--- config.mk ---
export PLATFORM = sky130hd
export DESIGN_NAME = tsense_regmap
export DESIGN_NICKNAME = d
export VERILOG_FILES = /design/src/tsense_pkg.sv /design/src/result_pair_if.sv /design/src/temp_format.sv /design/src/result_pair.sv /design/src/tsense_regmap.sv
export VERILOG_INCLUDE_DIRS = /design/src
export SDC_FILE = /design/constraint.sdc
export NUM_CORES = 1
export LEC_CHECK = 0
export ABC_CLOCK_PERIOD_IN_PS = 1900
export BUFFER_PORTS_ARGS = -buffer_cell sky130_fd_sc_hd__buf_2
export CAP_MARGIN = 20
export CORE_ASPECT_RATIO = 1.5
export CORE_MARGIN = 2
export CORE_UTILIZATION = 58
export CTS_CLUSTER_DIAMETER = 150
export DETAILED_ROUTE_END_ITERATION = 10
export PLACE_DENSITY_LB_ADDON = 0.15
export SLEW_MARGIN = 20
export SYNTH_ARGS = -nofsm -noshare
export SYNTH_HDL_FRONTEND = slang
export SYNTH_HIERARCHICAL = 1
export SYNTH_SLANG_ARGS = --single-unit
--- constraint.sdc ---
create_clock -name clk_i -period 1.9 [get_ports clk_i]
set_clock_uncertainty 0.1 [all_clocks]
set_input_delay 0.19 -clock clk_i [delete_from_list [all_inputs] [get_ports clk_i]]
set_output_delay 0.19 -clock clk_i [all_outputs]
set_load 0.02 [all_outputs]
--- src/tsense_defs.svh ---
// Register addresses, field positions, reset values and format limits.
// Assumes inclusion by bare name from the sensor design files.
`ifndef TSENSE_DEFS_SVH
`define TSENSE_DEFS_SVH
// Read addresses of the high and low result bytes.
`define A_INT_HI 8'h00
`define A_INT_LO 8'h23
`define A_R1_HI 8'h01
`define A_R1_LO 8'h10
`define A_R2_HI 8'hf8
`define A_R2_LO 8'hf9
`define A_R1X_HI 8'hfa
`define A_R1X_LO 8'hfb
`define A_R2X_HI 8'hfc
`define A_R2X_LO 8'hfd
// Status, configuration, one-shot and identification addresses.
`define A_STATUS 8'h02
`define A_CFG_RD 8'h03
`define A_CFG_WR 8'h09
`define A_ONESHOT 8'h0f
`define A_MAKER 8'hfe
`define A_REV 8'hff
// Production test addresses, outside the functional map.
`define A_TST0 8'h11
`define A_TST1 8'h16
`define A_TST2 8'h4a
`define A_TST3 8'h60
`define A_TST4 8'h61
`define A_TST5 8'h62
`define A_TST6 8'h79
`define A_TST7 8'h7a
// Reset values and configuration fields.
`define CFG_RESET 8'h47
`define CFG_STBY_BIT 6
`define CFG_RATE_MSB 2
`define ZERO_BYTE 8'h00
`define ST_BUSY_BIT 7
// Raw results are signed twelve-bit counts of eighths of a degree.
`define RAW_MIN 12'he01
`define LEG_MAX 12'h3ff
`define EXT_MAX 12'h5ff
`define EXT_OFFSET 12'h200
`define FAULT_CODE 16'h8000
`define FRAC_PAD 5'h00
`endif

--- src/tsense_pkg.sv ---
// Types shared by the sensor register map modules.
// Assumes nothing beyond a SystemVerilog compiler.
package tsense_pkg;
    // Conversion sequencer states.
    typedef enum logic [0:0] {
        ST_IDLE = 1'b0,
        ST_CONV = 1'b1
    } conv_state_t;
    // Zone number as given by the converter front end.
    typedef logic [1:0] zone_t;
endpackage : tsense_pkg

--- src/result_pair_if.sv ---
// Carrier between the register map and one result pair holder.
// Assumes both ends share the register map clock.
`timescale 1ns/1ps
interface result_pair_if;
    logic load;          // New conversion word is available.
    logic [15:0] word;   // Formatted word to store.
    logic hi_rd;         // Host reads this pair's high byte.
    logic [15:0] fresh;  // Most recent conversion word.
    logic [15:0] view;   // Word the host reads back.
    modport holder (input load, word, hi_rd, output fresh, view);
    modport user (output load, word, hi_rd, input fresh, view);
endinterface : result_pair_if

--- src/temp_format.sv ---
// Turns one raw reading into the legacy or extended register word.
// Assumes raw counts are signed eighths of a degree.
`timescale 1ns/1ps
`include "tsense_defs.svh"
module temp_format (
    // Raw reading.
    input wire logic [11:0] raw_i,
    input wire logic fault_i,
    input wire logic ext_i,
    // Formatted word.
    output logic [15:0] word_o
);
    logic signed [11:0] clamp_hi; // Upper limit for this format.
    logic signed [11:0] clamped;  // Saturated reading.
    logic signed [11:0] shifted;  // Reading after the format offset.

    // Saturate, offset and left-align the result.
    always_comb
    begin
        clamp_hi = ext_i ? `EXT_MAX : `LEG_MAX;
        if ($signed(raw_i) < $signed(`RAW_MIN))
        begin
            clamped = `RAW_MIN;
        end
        else if ($signed(raw_i) > clamp_hi)
        begin
            clamped = clamp_hi;
        end
        else
        begin
            clamped = raw_i;
        end
        shifted = ext_i ? clamped - `EXT_OFFSET : clamped;
        if (fault_i)
        begin
            word_o = `FAULT_CODE;
        end
        else
        begin
            word_o = {shifted[10:0], `FRAC_PAD};
        end
    end
endmodule : temp_format

--- src/result_pair.sv ---
// Holds one result pair: the latest word and the word the host reads.
// Assumes one clock and an asynchronous active-low reset.
`timescale 1ns/1ps
`include "tsense_defs.svh"
module result_pair (
    // Clock and reset.
    input wire logic clk_i,
    input wire logic rst_n_i,
    // Pair traffic.
    result_pair_if.holder pr
);
    logic [15:0] fresh_q; // Latest conversion word.
    logic [15:0] view_q;  // Latched word for host reads.

    // Each conversion refreshes the latest word.
    always_ff @(posedge clk_i or negedge rst_n_i)
    begin
        if (!rst_n_i)
        begin
            fresh_q <= {`ZERO_BYTE, `ZERO_BYTE};
        end
        else if (pr.load)
        begin
            fresh_q <= pr.word;
        end
    end

    // A high-byte read freezes the latest word for the following low read.
    always_ff @(posedge clk_i or negedge rst_n_i)
    begin
        if (!rst_n_i)
        begin
            view_q <= {`ZERO_BYTE, `ZERO_BYTE};
        end
        else if (pr.hi_rd)
        begin
            view_q <= fresh_q;
        end
    end

    assign pr.fresh = fresh_q;
    assign pr.view = view_q;

    // The frozen pair takes the latest word on a high read, else holds.
    a_pair_latch: assert property (@(posedge clk_i) disable iff (!rst_n_i)
        pr.hi_rd |=> view_q == $past(fresh_q))
        else $error("pair not latched on high byte read");
    a_pair_hold: assert property (@(posedge clk_i) disable iff (!rst_n_i)
        !pr.hi_rd |=> $stable(view_q))
        else $error("pair changed without a high byte read");
endmodule : result_pair

--- src/tsense_regmap.sv ---
// Functional notes
// - Reset loads every register default.
// - Undefined address reads return zero.
// - Undefined address writes change nothing.
// - High read latches latest pair.
// - Internal result at 00h and 23h.
// - Remote one legacy at 01h, 10h.
// - Remote two legacy at F8h, F9h.
// - Extended results at FAh to FDh.
// - Read-only status at 02h, reset zero.
// - Test addresses are outside the map.
// - High byte: sign, whole degrees.
// - Low byte: three fraction bits, rest zero.
// - Legacy is two's complement, eighths.
// - Legacy saturates at -63.875 and 127.875.
// - Extended equals legacy minus 64.
// - Extended saturates at -63.875 and 191.875.
// - Both formats updated in one step.
// - Diode fault reads as 8000h.
// - Status bits 0,1 flag diode faults.
// - Status bit 7 shows conversion busy.
// - One-shot in standby converts once.
//
// Register map of a three-zone temperature sensor behind a byte port.
// Assumes a serial-bus slave delivers one-cycle read and write strobes
// and a converter front end that reports each zone's result.
`timescale 1ns/1ps
`include "tsense_defs.svh"
module tsense_regmap
    import tsense_pkg::*;
#(
    parameter logic [7:0] MAKER_CODE = 8'ha5, // Arbitrary identification value.
    parameter logic [7:0] REV_CODE = 8'h0b    // Arbitrary identification value.
) (
    // Clock and reset.
    input wire logic clk_i,
    input wire logic rst_n_i,
    // Register byte port from the serial-bus slave.
    input wire logic [7:0] reg_addr_i,
    input wire logic [7:0] reg_wdata_i,
    input wire logic reg_wr_i,
    input wire logic reg_rd_i,
    output logic [7:0] rd_data_o,
    output logic rd_valid_o,
    // Converter front end.
    input wire logic adc_done_i,
    input wire logic [1:0] adc_zone_i,
    input wire logic [11:0] adc_raw_i,
    input wire logic adc_fault_i,
    output logic conv_start_o,
    output logic [2:0] conv_rate_o
);
    localparam int NPAIR = 5; // Internal, remote legacy two, remote extended two.

    // Per-pair addresses, source zone and format.
    localparam logic [7:0] HI_ADDR [NPAIR] =
        '{`A_INT_HI, `A_R1_HI, `A_R2_HI, `A_R1X_HI, `A_R2X_HI};
    localparam logic [7:0] LO_ADDR [NPAIR] =
        '{`A_INT_LO, `A_R1_LO, `A_R2_LO, `A_R1X_LO, `A_R2X_LO};
    localparam zone_t PAIR_ZONE [NPAIR] = '{2'h0, 2'h1, 2'h2, 2'h1, 2'h2};
    localparam logic PAIR_EXT [NPAIR] = '{1'b0, 1'b0, 1'b0, 1'b1, 1'b1};
    localparam zone_t LAST_ZONE = 2'h2; // Zone that closes a conversion cycle.

    conv_state_t state_q;      // Conversion sequencer state.
    logic [7:0] cfg_q;         // Configuration register.
    logic oneshot_q;           // One-shot request pending.
    logic [1:0] fault_q;       // Remote diode fault flags.
    logic [7:0] rd_data_q;     // Read data register.
    logic rd_valid_q;          // Read answer strobe.
    logic [7:0] status;        // Status register view.
    logic standby;             // Standby mode selected.
    logic cycle_end;           // Last zone of a cycle reported.
    logic test_addr;           // Address is a production test location.
    logic [7:0] rd_mux;        // Read data before the register.
    logic [15:0] fresh_w [NPAIR]; // Latest word of each pair, for the read mux.
    logic [15:0] view_w [NPAIR];  // Frozen word of each pair, for the read mux.

    result_pair_if pif [NPAIR] ();

    // Result pairs: one formatter and one holder each.
    for (genvar p = 0; p < NPAIR; p++)
    begin : g_pair
        logic hi_hit; // Host reads this pair's high byte.
        assign hi_hit = reg_rd_i && (reg_addr_i == HI_ADDR[p]);
        assign pif[p].hi_rd = hi_hit;
        // Both formats of a zone load on the same done strobe.
        assign pif[p].load = adc_done_i && (adc_zone_i == PAIR_ZONE[p]);
        temp_format u_fmt (
            .raw_i(adc_raw_i),
            .fault_i(adc_fault_i && (PAIR_ZONE[p] != 2'h0)),
            .ext_i(PAIR_EXT[p]),
            .word_o(pif[p].word)
        );
        result_pair u_pair (
            .clk_i(clk_i),
            .rst_n_i(rst_n_i),
            .pr(pif[p])
        );
        assign fresh_w[p] = pif[p].fresh;
        assign view_w[p] = pif[p].view;
    end

    assign standby = cfg_q[`CFG_STBY_BIT];
    assign cycle_end = adc_done_i && (adc_zone_i == LAST_ZONE);
    assign status = {state_q == ST_CONV, 5'h00, fault_q};
    assign conv_rate_o = cfg_q[`CFG_RATE_MSB:0];

    // Production test addresses decode to nothing.
    always_comb
    begin
        case (reg_addr_i)
            `A_TST0, `A_TST1, `A_TST2, `A_TST3,
            `A_TST4, `A_TST5, `A_TST6, `A_TST7: test_addr = 1'b1;
            default: test_addr = 1'b0;
        endcase
    end

    // Read multiplexer; high bytes come from the latest word, low from the frozen one.
    always_comb
    begin
        rd_mux = `ZERO_BYTE;
        if (!test_addr)
        begin
            case (reg_addr_i)
                `A_STATUS: rd_mux = status;
                `A_CFG_RD: rd_mux = cfg_q;
                `A_MAKER: rd_mux = MAKER_CODE;
                `A_REV: rd_mux = REV_CODE;
                default: rd_mux = `ZERO_BYTE;
            endcase
            for (int i = 0; i < NPAIR; i++)
            begin
                if (reg_addr_i == HI_ADDR[i])
                begin
                    rd_mux = fresh_w[i][15:8];
                end
                if (reg_addr_i == LO_ADDR[i])
                begin
                    // A low byte read first returns the older frozen word.
                    rd_mux = view_w[i][7:0];
                end
            end
        end
    end

    // Read answer is registered one cycle after the strobe.
    always_ff @(posedge clk_i or negedge rst_n_i)
    begin
        if (!rst_n_i)
        begin
            rd_data_q <= `ZERO_BYTE;
            rd_valid_q <= 1'b0;
        end
        else
        begin
            rd_valid_q <= reg_rd_i;
            if (reg_rd_i)
            begin
                rd_data_q <= rd_mux;
            end
        end
    end

    assign rd_data_o = rd_data_q;
    assign rd_valid_o = rd_valid_q;

    // Configuration register; only the defined fields are kept.
    always_ff @(posedge clk_i or negedge rst_n_i)
    begin
        if (!rst_n_i)
        begin
            cfg_q <= `CFG_RESET;
        end
        else if (reg_wr_i && reg_addr_i == `A_CFG_WR)
        begin
            cfg_q <= reg_wdata_i & `CFG_RESET;
        end
    end

    // One-shot request: taken only in standby, cleared when the cycle ends.
    always_ff @(posedge clk_i or negedge rst_n_i)
    begin
        if (!rst_n_i)
        begin
            oneshot_q <= 1'b0;
        end
        else if (reg_wr_i && reg_addr_i == `A_ONESHOT && standby)
        begin
            oneshot_q <= 1'b1;
        end
        else if (state_q == ST_CONV && cycle_end)
        begin
            oneshot_q <= 1'b0;
        end
    end

    // Sequencer: run mode converts back to back, standby waits for a one-shot.
    always_ff @(posedge clk_i or negedge rst_n_i)
    begin
        if (!rst_n_i)
        begin
            state_q <= ST_IDLE;
        end
        else
        begin
            case (state_q)
                ST_IDLE:
                begin
                    if (!standby || oneshot_q)
                    begin
                        state_q <= ST_CONV;
                    end
                end
                ST_CONV:
                begin
                    if (cycle_end)
                    begin
                        state_q <= ST_IDLE;
                    end
                end
                default: state_q <= ST_IDLE;
            endcase
        end
    end

    assign conv_start_o = (state_q == ST_IDLE) && (!standby || oneshot_q);

    // Diode fault flags follow the latest result of each remote zone.
    always_ff @(posedge clk_i or negedge rst_n_i)
    begin
        if (!rst_n_i)
        begin
            fault_q <= 2'b00;
        end
        else if (adc_done_i && adc_zone_i != 2'h0)
        begin
            fault_q[adc_zone_i[1]] <= adc_fault_i;
        end
    end

    // Reads of production test addresses answer zero.
    // Test locations must look like empty space to the host.
    a_undef_read_zero: assert property (@(posedge clk_i) disable iff (!rst_n_i)
        reg_rd_i
        && test_addr
        |=> rd_valid_o
        && rd_data_o == `ZERO_BYTE)
        else $error("undefined address did not read zero");

    // Writes elsewhere leave configuration alone.
    // A stray write must never switch the device out of standby.
    a_undef_write_none: assert property (@(posedge clk_i) disable iff (!rst_n_i)
        reg_wr_i
        && reg_addr_i != `A_CFG_WR
        |=> $stable(cfg_q))
        else $error("configuration changed by another address");

    // Configuration write appears on the read address.
    // The host port leaves one idle cycle between two strobes.
    a_cfg_round_trip: assert property (@(posedge clk_i) disable iff (!rst_n_i)
        reg_wr_i && reg_addr_i == `A_CFG_WR
        ##1 !reg_wr_i
        ##1 reg_rd_i && reg_addr_i == `A_CFG_RD
        |=> rd_data_o == ($past(reg_wdata_i, 3) & `CFG_RESET))
        else $error("configuration read back wrong");

    // Busy bit tracks the sequencer.
    // The read sees the state at its own strobe edge.
    a_status_busy: assert property (@(posedge clk_i) disable iff (!rst_n_i)
        reg_rd_i
        && reg_addr_i == `A_STATUS
        |=> rd_data_o[`ST_BUSY_BIT] == $past(state_q == ST_CONV))
        else $error("status busy bit wrong");

    // A fault on remote one sets its status bit and the fault code.
    a_fault_flag: assert property (@(posedge clk_i) disable iff (!rst_n_i)
        adc_done_i && adc_fault_i
        && adc_zone_i == 2'h1
        |=> fault_q[0]
        && pif[1].fresh == `FAULT_CODE
        && pif[3].fresh == `FAULT_CODE)
        else $error("remote one fault not reported");

    // A fault on remote two sets its status bit and the fault code.
    a_fault_two: assert property (@(posedge clk_i) disable iff (!rst_n_i)
        adc_done_i && adc_fault_i
        && adc_zone_i == 2'h2
        |=> fault_q[1]
        && pif[2].fresh == `FAULT_CODE
        && pif[4].fresh == `FAULT_CODE)
        else $error("remote two fault not reported");

    // A clean result of remote one clears its fault flag.
    a_fault_clear: assert property (@(posedge clk_i) disable iff (!rst_n_i)
        adc_done_i && !adc_fault_i
        && adc_zone_i == 2'h1
        |=> !fault_q[0])
        else $error("remote one fault flag stuck");

    // Extended word sits 64 degrees below the legacy word inside the common range.
    // Both words load on the same edge, so they are compared side by side.
    a_ext_offset: assert property (@(posedge clk_i) disable iff (!rst_n_i)
        adc_done_i && !adc_fault_i
        && adc_zone_i == 2'h2
        && $signed(adc_raw_i) >= $signed(`RAW_MIN)
        && $signed(adc_raw_i) <= $signed(`LEG_MAX)
        |=> pif[4].fresh == 16'(pif[2].fresh - 16'({`EXT_OFFSET, `FRAC_PAD})))
        else $error("extended word offset wrong");

    // One-shot in standby starts exactly one cycle of conversion.
    a_oneshot_start: assert property (@(posedge clk_i) disable iff (!rst_n_i)
        standby && state_q == ST_IDLE && !oneshot_q
        && reg_wr_i && reg_addr_i == `A_ONESHOT
        |=> oneshot_q ##0 conv_start_o
        ##1 state_q == ST_CONV)
        else $error("one-shot did not start a conversion");

    // The last zone of a cycle drops the busy state.
    a_cycle_end: assert property (@(posedge clk_i) disable iff (!rst_n_i)
        state_q == ST_CONV && cycle_end
        |=> state_q == ST_IDLE)
        else $error("conversion cycle did not end");

    // Identification bytes are fixed.
    a_id_read: assert property (@(posedge clk_i) disable iff (!rst_n_i)
        reg_rd_i && reg_addr_i == `A_REV
        |=> rd_data_o == REV_CODE)
        else $error("revision code read wrong");

    // The maker byte is fixed as well.
    a_maker_read: assert property (@(posedge clk_i) disable iff (!rst_n_i)
        reg_rd_i && reg_addr_i == `A_MAKER
        |=> rd_data_o == MAKER_CODE)
        else $error("maker code read wrong");

    // Low byte fraction padding stays zero.
    a_low_pad: assert property (@(posedge clk_i) disable iff (!rst_n_i)
        reg_rd_i && reg_addr_i == `A_R1_LO
        |=> rd_data_o[4:0] == `FRAC_PAD)
        else $error("low byte padding not zero");
endmodule : tsense_regmap

==> out/metrics.cfg, run 1 <==
[pwr]
clock_power_share_pct=41.6
p_int_mw=6.06
ir_drop_v=0.000632
net-switching-power_mw=2.12
seqPwrFrac_pct=42.9
powerDensity_mw_per_mm2=842
p_leak_nw=4.46
switching_share_pct=25.9
combPwrFrac_pct=15.5

[synthesis]
syn-instance-count=688
syn-cell-area_mm2=0.00820
syn_avg_cell_area_um2=11.9
yosysWarningCount=6

[sta]
relSlewSlack_pct=52.2
whs_ps=116
finalCritPeriodShare_pct=100
drv_slew=0
hold_viol_final=0
setup_ws_ps=-7.01
finalCriticalPeriod_ps=1910
tightest_slew_ps=714
setup_viol=1
rsz0062_at_grt=true
fmax_mhz=524

[final_layout]
fillCellCount=1053
drive_gt1_share_pct=40.3
antennaDiodeCount=0
final-seq-area_mm2=0.00343
utilization_pct=69.7
syn_to_final_growth_pct=18.4
multi_input_area_mm2=0.00424
final_nets=876

[clock_network]
worstSkewPairLatency_ps=430
cts-root-buf=clkbuf_16
max-clock-path-buffers=2
clk_pin_slew_ps=60
cts_htree_levels=4
cts_tree=yes
cts.sinks=137
cts_buffers=17

[floorplanning]
rows=53
dieWidth_um=101
die_h_um=150
ioPinCount=49
core-area_mm2=0.0139
start_util_pct=58.9
dieArea_mm2=0.0151

[worst_setup_path]
timing.rr.end=rd_data_o[1]
rr_worst_depth=6
cp.arrival_ps=2110
r2r-start=fault_q[1]
r2r_slack_ps=-7
cp-start-kind=register
required_ps=2100
worst_setup_path_end_kind=register
crit_fanout=2
path_class=reg -> reg

[drt]
drcViolationCount=0
via_count=5953
ant_nets=0
wl_per_cell_um=21.7
routed_wl_um=21900
dr.pass1.iters=5
detail_route.iter0.violations=292
viasPerCell=5.91

[min_path]
whs_path_depth=3
hold_end=fault_q[1]
hp-class=in -> reg
holdCritStartpoint=adc_done_i

[run]
max_cap_viol_count=0

[global_routing]
grt_max_degree=57
first_global_vias=6445
antenna_found_initial=0
grt_pass1_wl_um=34500
grt_use_total_pct=30.4
gr-total-overflow=0

[status]
violations=negative setup slack
status=finished, violations left

[place]
dpl.hpwl_um=16100
numPortBuffers=44
gp_congestion=0.936

-- registers in the layout, summed over array words and instances, names as in the netlist --
name                    count
g_pair.u_pair/pr.fresh     80
g_pair.u_pair/pr.view      40
rd_data_o                   8
cfg_q                       4
fault_q                     2
oneshot_q                   1
rd_valid_o                  1
state_q                     1
-- cells in the final DEF, fill, tap and decap left out, types with 7 or more instances in the layout --
master and n:
a21oi_1 15, o21ai_0 18, or4_1 7, nor3_2 8, nand2_1 20, mux2_2 60
dlygate4sd3_1 7, mux2i_1 14, ha_1 10, conb_1 43, inv_1 14, dfrtp_1 133
o21a_1 42, buf_4 100, xnor2_1 11, buf_2 43, nand4_1 11, nor4_1 9
mux2_4 70, nor2_1 36, nand3_1 16, clkbuf_16 17
-- worst max path at each step --
stage | slack [ps] | startpoint | to | cells past startpoint
after CTS | 10 | fault_q[1] | rd_data_o[1] | 6
after global placement | -370 | reg_addr_i[7] | rd_data_o[7] | 8
after global routing | -50 | fault_q[1] | rd_data_o[1] | 6
after detailed placement | -310 | reg_addr_i[7] | rd_data_o[7] | 8
final | -7 | fault_q[1] | rd_data_o[1] | 6
after floorplan | -210 | reg_addr_i[3] | rd_data_o[1] | 9
-- worst max-delay path: stages (launching register included) --
cell	delay [ps]
dfrtp_1	380
mux2_2	280
a22o_1	190
a221o_1	310
a32oi_1	220
a211oi_1	90
a211o_1	230
-- power by group through the flow --
stage / Combinational [mW] / Clock (mW) / Sequential (mW)
after floorplan: 0.853 / 0 / 3.44
after global placement: 1.20 / 0 / 3.54
after detailed placement: 1.24 / 0 / 3.55
after CTS: 1.26 / 3.46 / 3.51
after global routing: 1.37 / 3.58 / 3.54
final: 1.27 / 3.40 / 3.51
-- routing by layer --
layer	global-route usage (%)	share of wire, %
met1	37.2	41
met2	52.6	53
met3	5.65	3.3
met4	11.6	3.1
met5	0	0
-- cell type report --
| class | count | share of cell area (%) |
|---|---|---|
| clock inverters | 13 | 1.75 |
| repair buffers | 157 | 12.0 |
| clock buffers | 19 | 4.56 |
| inverters | 15 | 0.580 |
| flip-flops and latches | 137 | 35.4 |
| well taps | 165 | 2.13 |
| multi-input cells | 502 | 43.6 |
-- through the flow --
step	std cells	setup TNS, ps	instance area, µm²	power (mW)	setup WS, ps
6_report	1008	-7.01	9710	8.18	-7.01
4_1_cts	1007	0	9690	8.23	13.2
2_1_floorplan	724	-684	8360	4.29	-212
5_1_grt	1008	-50.5	9710	8.50	-50.5
3_3_place_gp	968	-8290	9010	4.74	-366
3_5_place_dp	968	-11420	9010	4.79	-307
-- repair_timing --
action / 4_1_cts / 5_1_grt
setup endpoints to repair: 1 / 4
gates cloned: 0 / 0
buffers inserted: 0 / 1
hold endpoints to repair: 100 / 0
hold buffers: 7 / 0
pin swaps: 1 / 1
gates resized for setup: 0 / 3
No activity file was read; power rests on OpenSTA's default activity.
==> run 2: changes to the inputs <==
--- a/config.mk
+++ b/config.mk
@@ -15,6 +15,7 @@
 export CTS_CLUSTER_DIAMETER = 150
 export DETAILED_ROUTE_END_ITERATION = 10
 export PLACE_DENSITY_LB_ADDON = 0.15
+export SETUP_SLACK_MARGIN = 0.15
 export SLEW_MARGIN = 20
 export SYNTH_ARGS = -nofsm -noshare
 export SYNTH_HDL_FRONTEND = slang
==> run 2 against run 1 <==
  * Highest routed layer unchanged
  * Power increased by 1.0%
  * Register-to-register slack improved by 30 ps
  * The flow now finishes without violations
  * Largest cell class unchanged
  * Fmax increased by 1.7%
  * Non-clock buffer count increased by 6
  * Critical path depth unchanged
  * First-iteration DRC count increased by 38%
  * Die area unchanged
  * Critical path type unchanged
  * Utilization increased by 0.97 points
  * Flip-flop and latch count unchanged
  * Critical endpoint unchanged
  * Clock power about the same
  * Design area increased by 1.4%
  * Worst hold slack got worse by 95 ps
==> out/metrics.cfg, run 2 (synthesis results as in run 1) <==
[worst_setup_path]
cp.arrival_ps=2090
critical_path.endpoint=rd_data_o[1]
r2r-start=fault_q[1]
r2r_slack_ps=30
worst_setup_path_end_kind=register
cp-start-kind=register
required_ps=2110
timing.rr.end=rd_data_o[1]
crit_fanout=2
rr_worst_depth=6
path_class=reg -> reg
worstSetupStartpoint=fault_q[1]

[floorplanning]
core-area_mm2=0.0139
ioPinCount=49
start_util_pct=58.9
dieArea_mm2=0.0151
die_h_um=150
dieWidth_um=101
rows=53

[pwr]
switching_share_pct=26.5
seqPwrFrac_pct=42.7
ir_drop_v=0.000762
p_total_mw=8.26
p_int_mw=6.07
p_leak_nw=4.52
clock_power_share_pct=41.5
combPwrFrac_pct=15.8
powerDensity_mw_per_mm2=839
net-switching-power_mw=2.19

[drt]
ant_nets=0
dr.pass1.iters=5
wl_per_cell_um=22.8
topRoutingLayerUsed=met4
wirelength_met1_um=9170
drcViolationCount=0
wl_met3_um=1020
via_count=6141
viasPerCell=6.06
routed_wl_um=23100
wl_met2_um=12000
detail_route.iter0.violations=402

[place]
numPortBuffers=44
placed_cell_area_mm2=0.00907
pre_cts_slack_ps=-343
gp_congestion=0.948
dpl.hpwl_um=16700

[sta]
finalCritPeriodShare_pct=98.7
relSlewSlack_pct=52.4
finalCriticalPeriod_ps=1870
fmax_mhz=533
setup_ws_ps=25.0
hold_viol_final=0
setup_viol=0
tightest_slew_ps=711
rsz0062_at_grt=true
drv_slew=0

[clock_network]
cts_buffers=17
cts_htree_levels=4
max-clock-path-buffers=2
worstSkewPairLatency_ps=420
cts_tree=yes
cts.sinks=137
clk_pin_slew_ps=60
cts-root-buf=clkbuf_16

[final_layout]
utilization_pct=70.7
final_nets=882
antennaDiodeCount=0
layout_common_cells=dfrtp_1, buf_4, mux2_4
layout_commonest_cell=dfrtp_1
largest_register_ffs=80
syn_to_final_growth_pct=20.1
fillCellCount=1024
stdcell_area_mm2=0.00985
drive_gt1_share_pct=43.1

[status]
status=complete, no violations

[global_routing]
grt_pass1_wl_um=36900
antenna_found_initial=0
grt_use_total_pct=32.5
gr-total-overflow=0
grt_max_degree=58
first_global_vias=6441

[min_path]
hp-class=in -> reg

[run]
max_cap_viol_count=0

[run 2: layout make-up]
cell class / instances / area, µm² / area share, %
multi-input cells: 502 / 4320 / 43.9
flip-flops and latches: 137 / 3430 / 34.9
repair buffers: 163 / 1210 / 12.3
clock buffers: 19 / 443 / 4.50
well taps: 165 / 206 / 2.10
clock inverters: 13 / 170 / 1.73
inverters: 15 / 56.3 / 0.572
[run 2: how the worst min path moves through the flow]
stage / from / cells after the start / to
detailed placement: rst_n_i / 1 / oneshot_q
finish: reg_wr_i / 3 / oneshot_q
CTS: reg_wr_i / 3 / oneshot_q
global route: reg_wr_i / 3 / oneshot_q
global placement: rst_n_i / 1 / state_q
floorplan: rst_n_i / 0 / fault_q[0]
[run 2: per-stage QoR]
step                setup TNS, ps  cells  hold WS [ps]
floorplan                    -808    724          -206
global placement            -8680    974          98.8
detailed placement         -11270    974           109
CTS                             0   1012          16.6
global route                -71.3   1014          55.3
finish                          0   1014          21.7
[run 2: timing repair]
item	CTS	global route
hold buffers	6	0
hold endpoints to repair	54	0
pin swaps	1	5
endpoints found under the setup margin	4	13
gates cloned	0	0
gates resized for setup	3	20
setup buffers	0	2
[run 2: critical path, cell delays in order, from the launching register on]
cell	delay [ps]
dfrtp_1	380
mux2_2	260
a22o_1	190
a221o_1	320
a32oi_1	190
a211oi_1	100
a211o_1	230
[run 2: power groups by stage]
stage / clock (mW) / combinational, mW / sequential, mW
after floorplan: 0 / 0.855 / 3.44
after global placement: 0 / 1.22 / 3.55
after detailed placement: 0 / 1.25 / 3.56
after CTS: 3.48 / 1.28 / 3.52
after global routing: 3.62 / 1.41 / 3.55
final: 3.43 / 1.30 / 3.53
[run 2: routing by layer]
metal  GRT usage (%)  up-vias
met2            55.5      194
met3            5.79       50
met1            40.3     3125
met5               0        -
li1                -     2772
met4            13.2        0
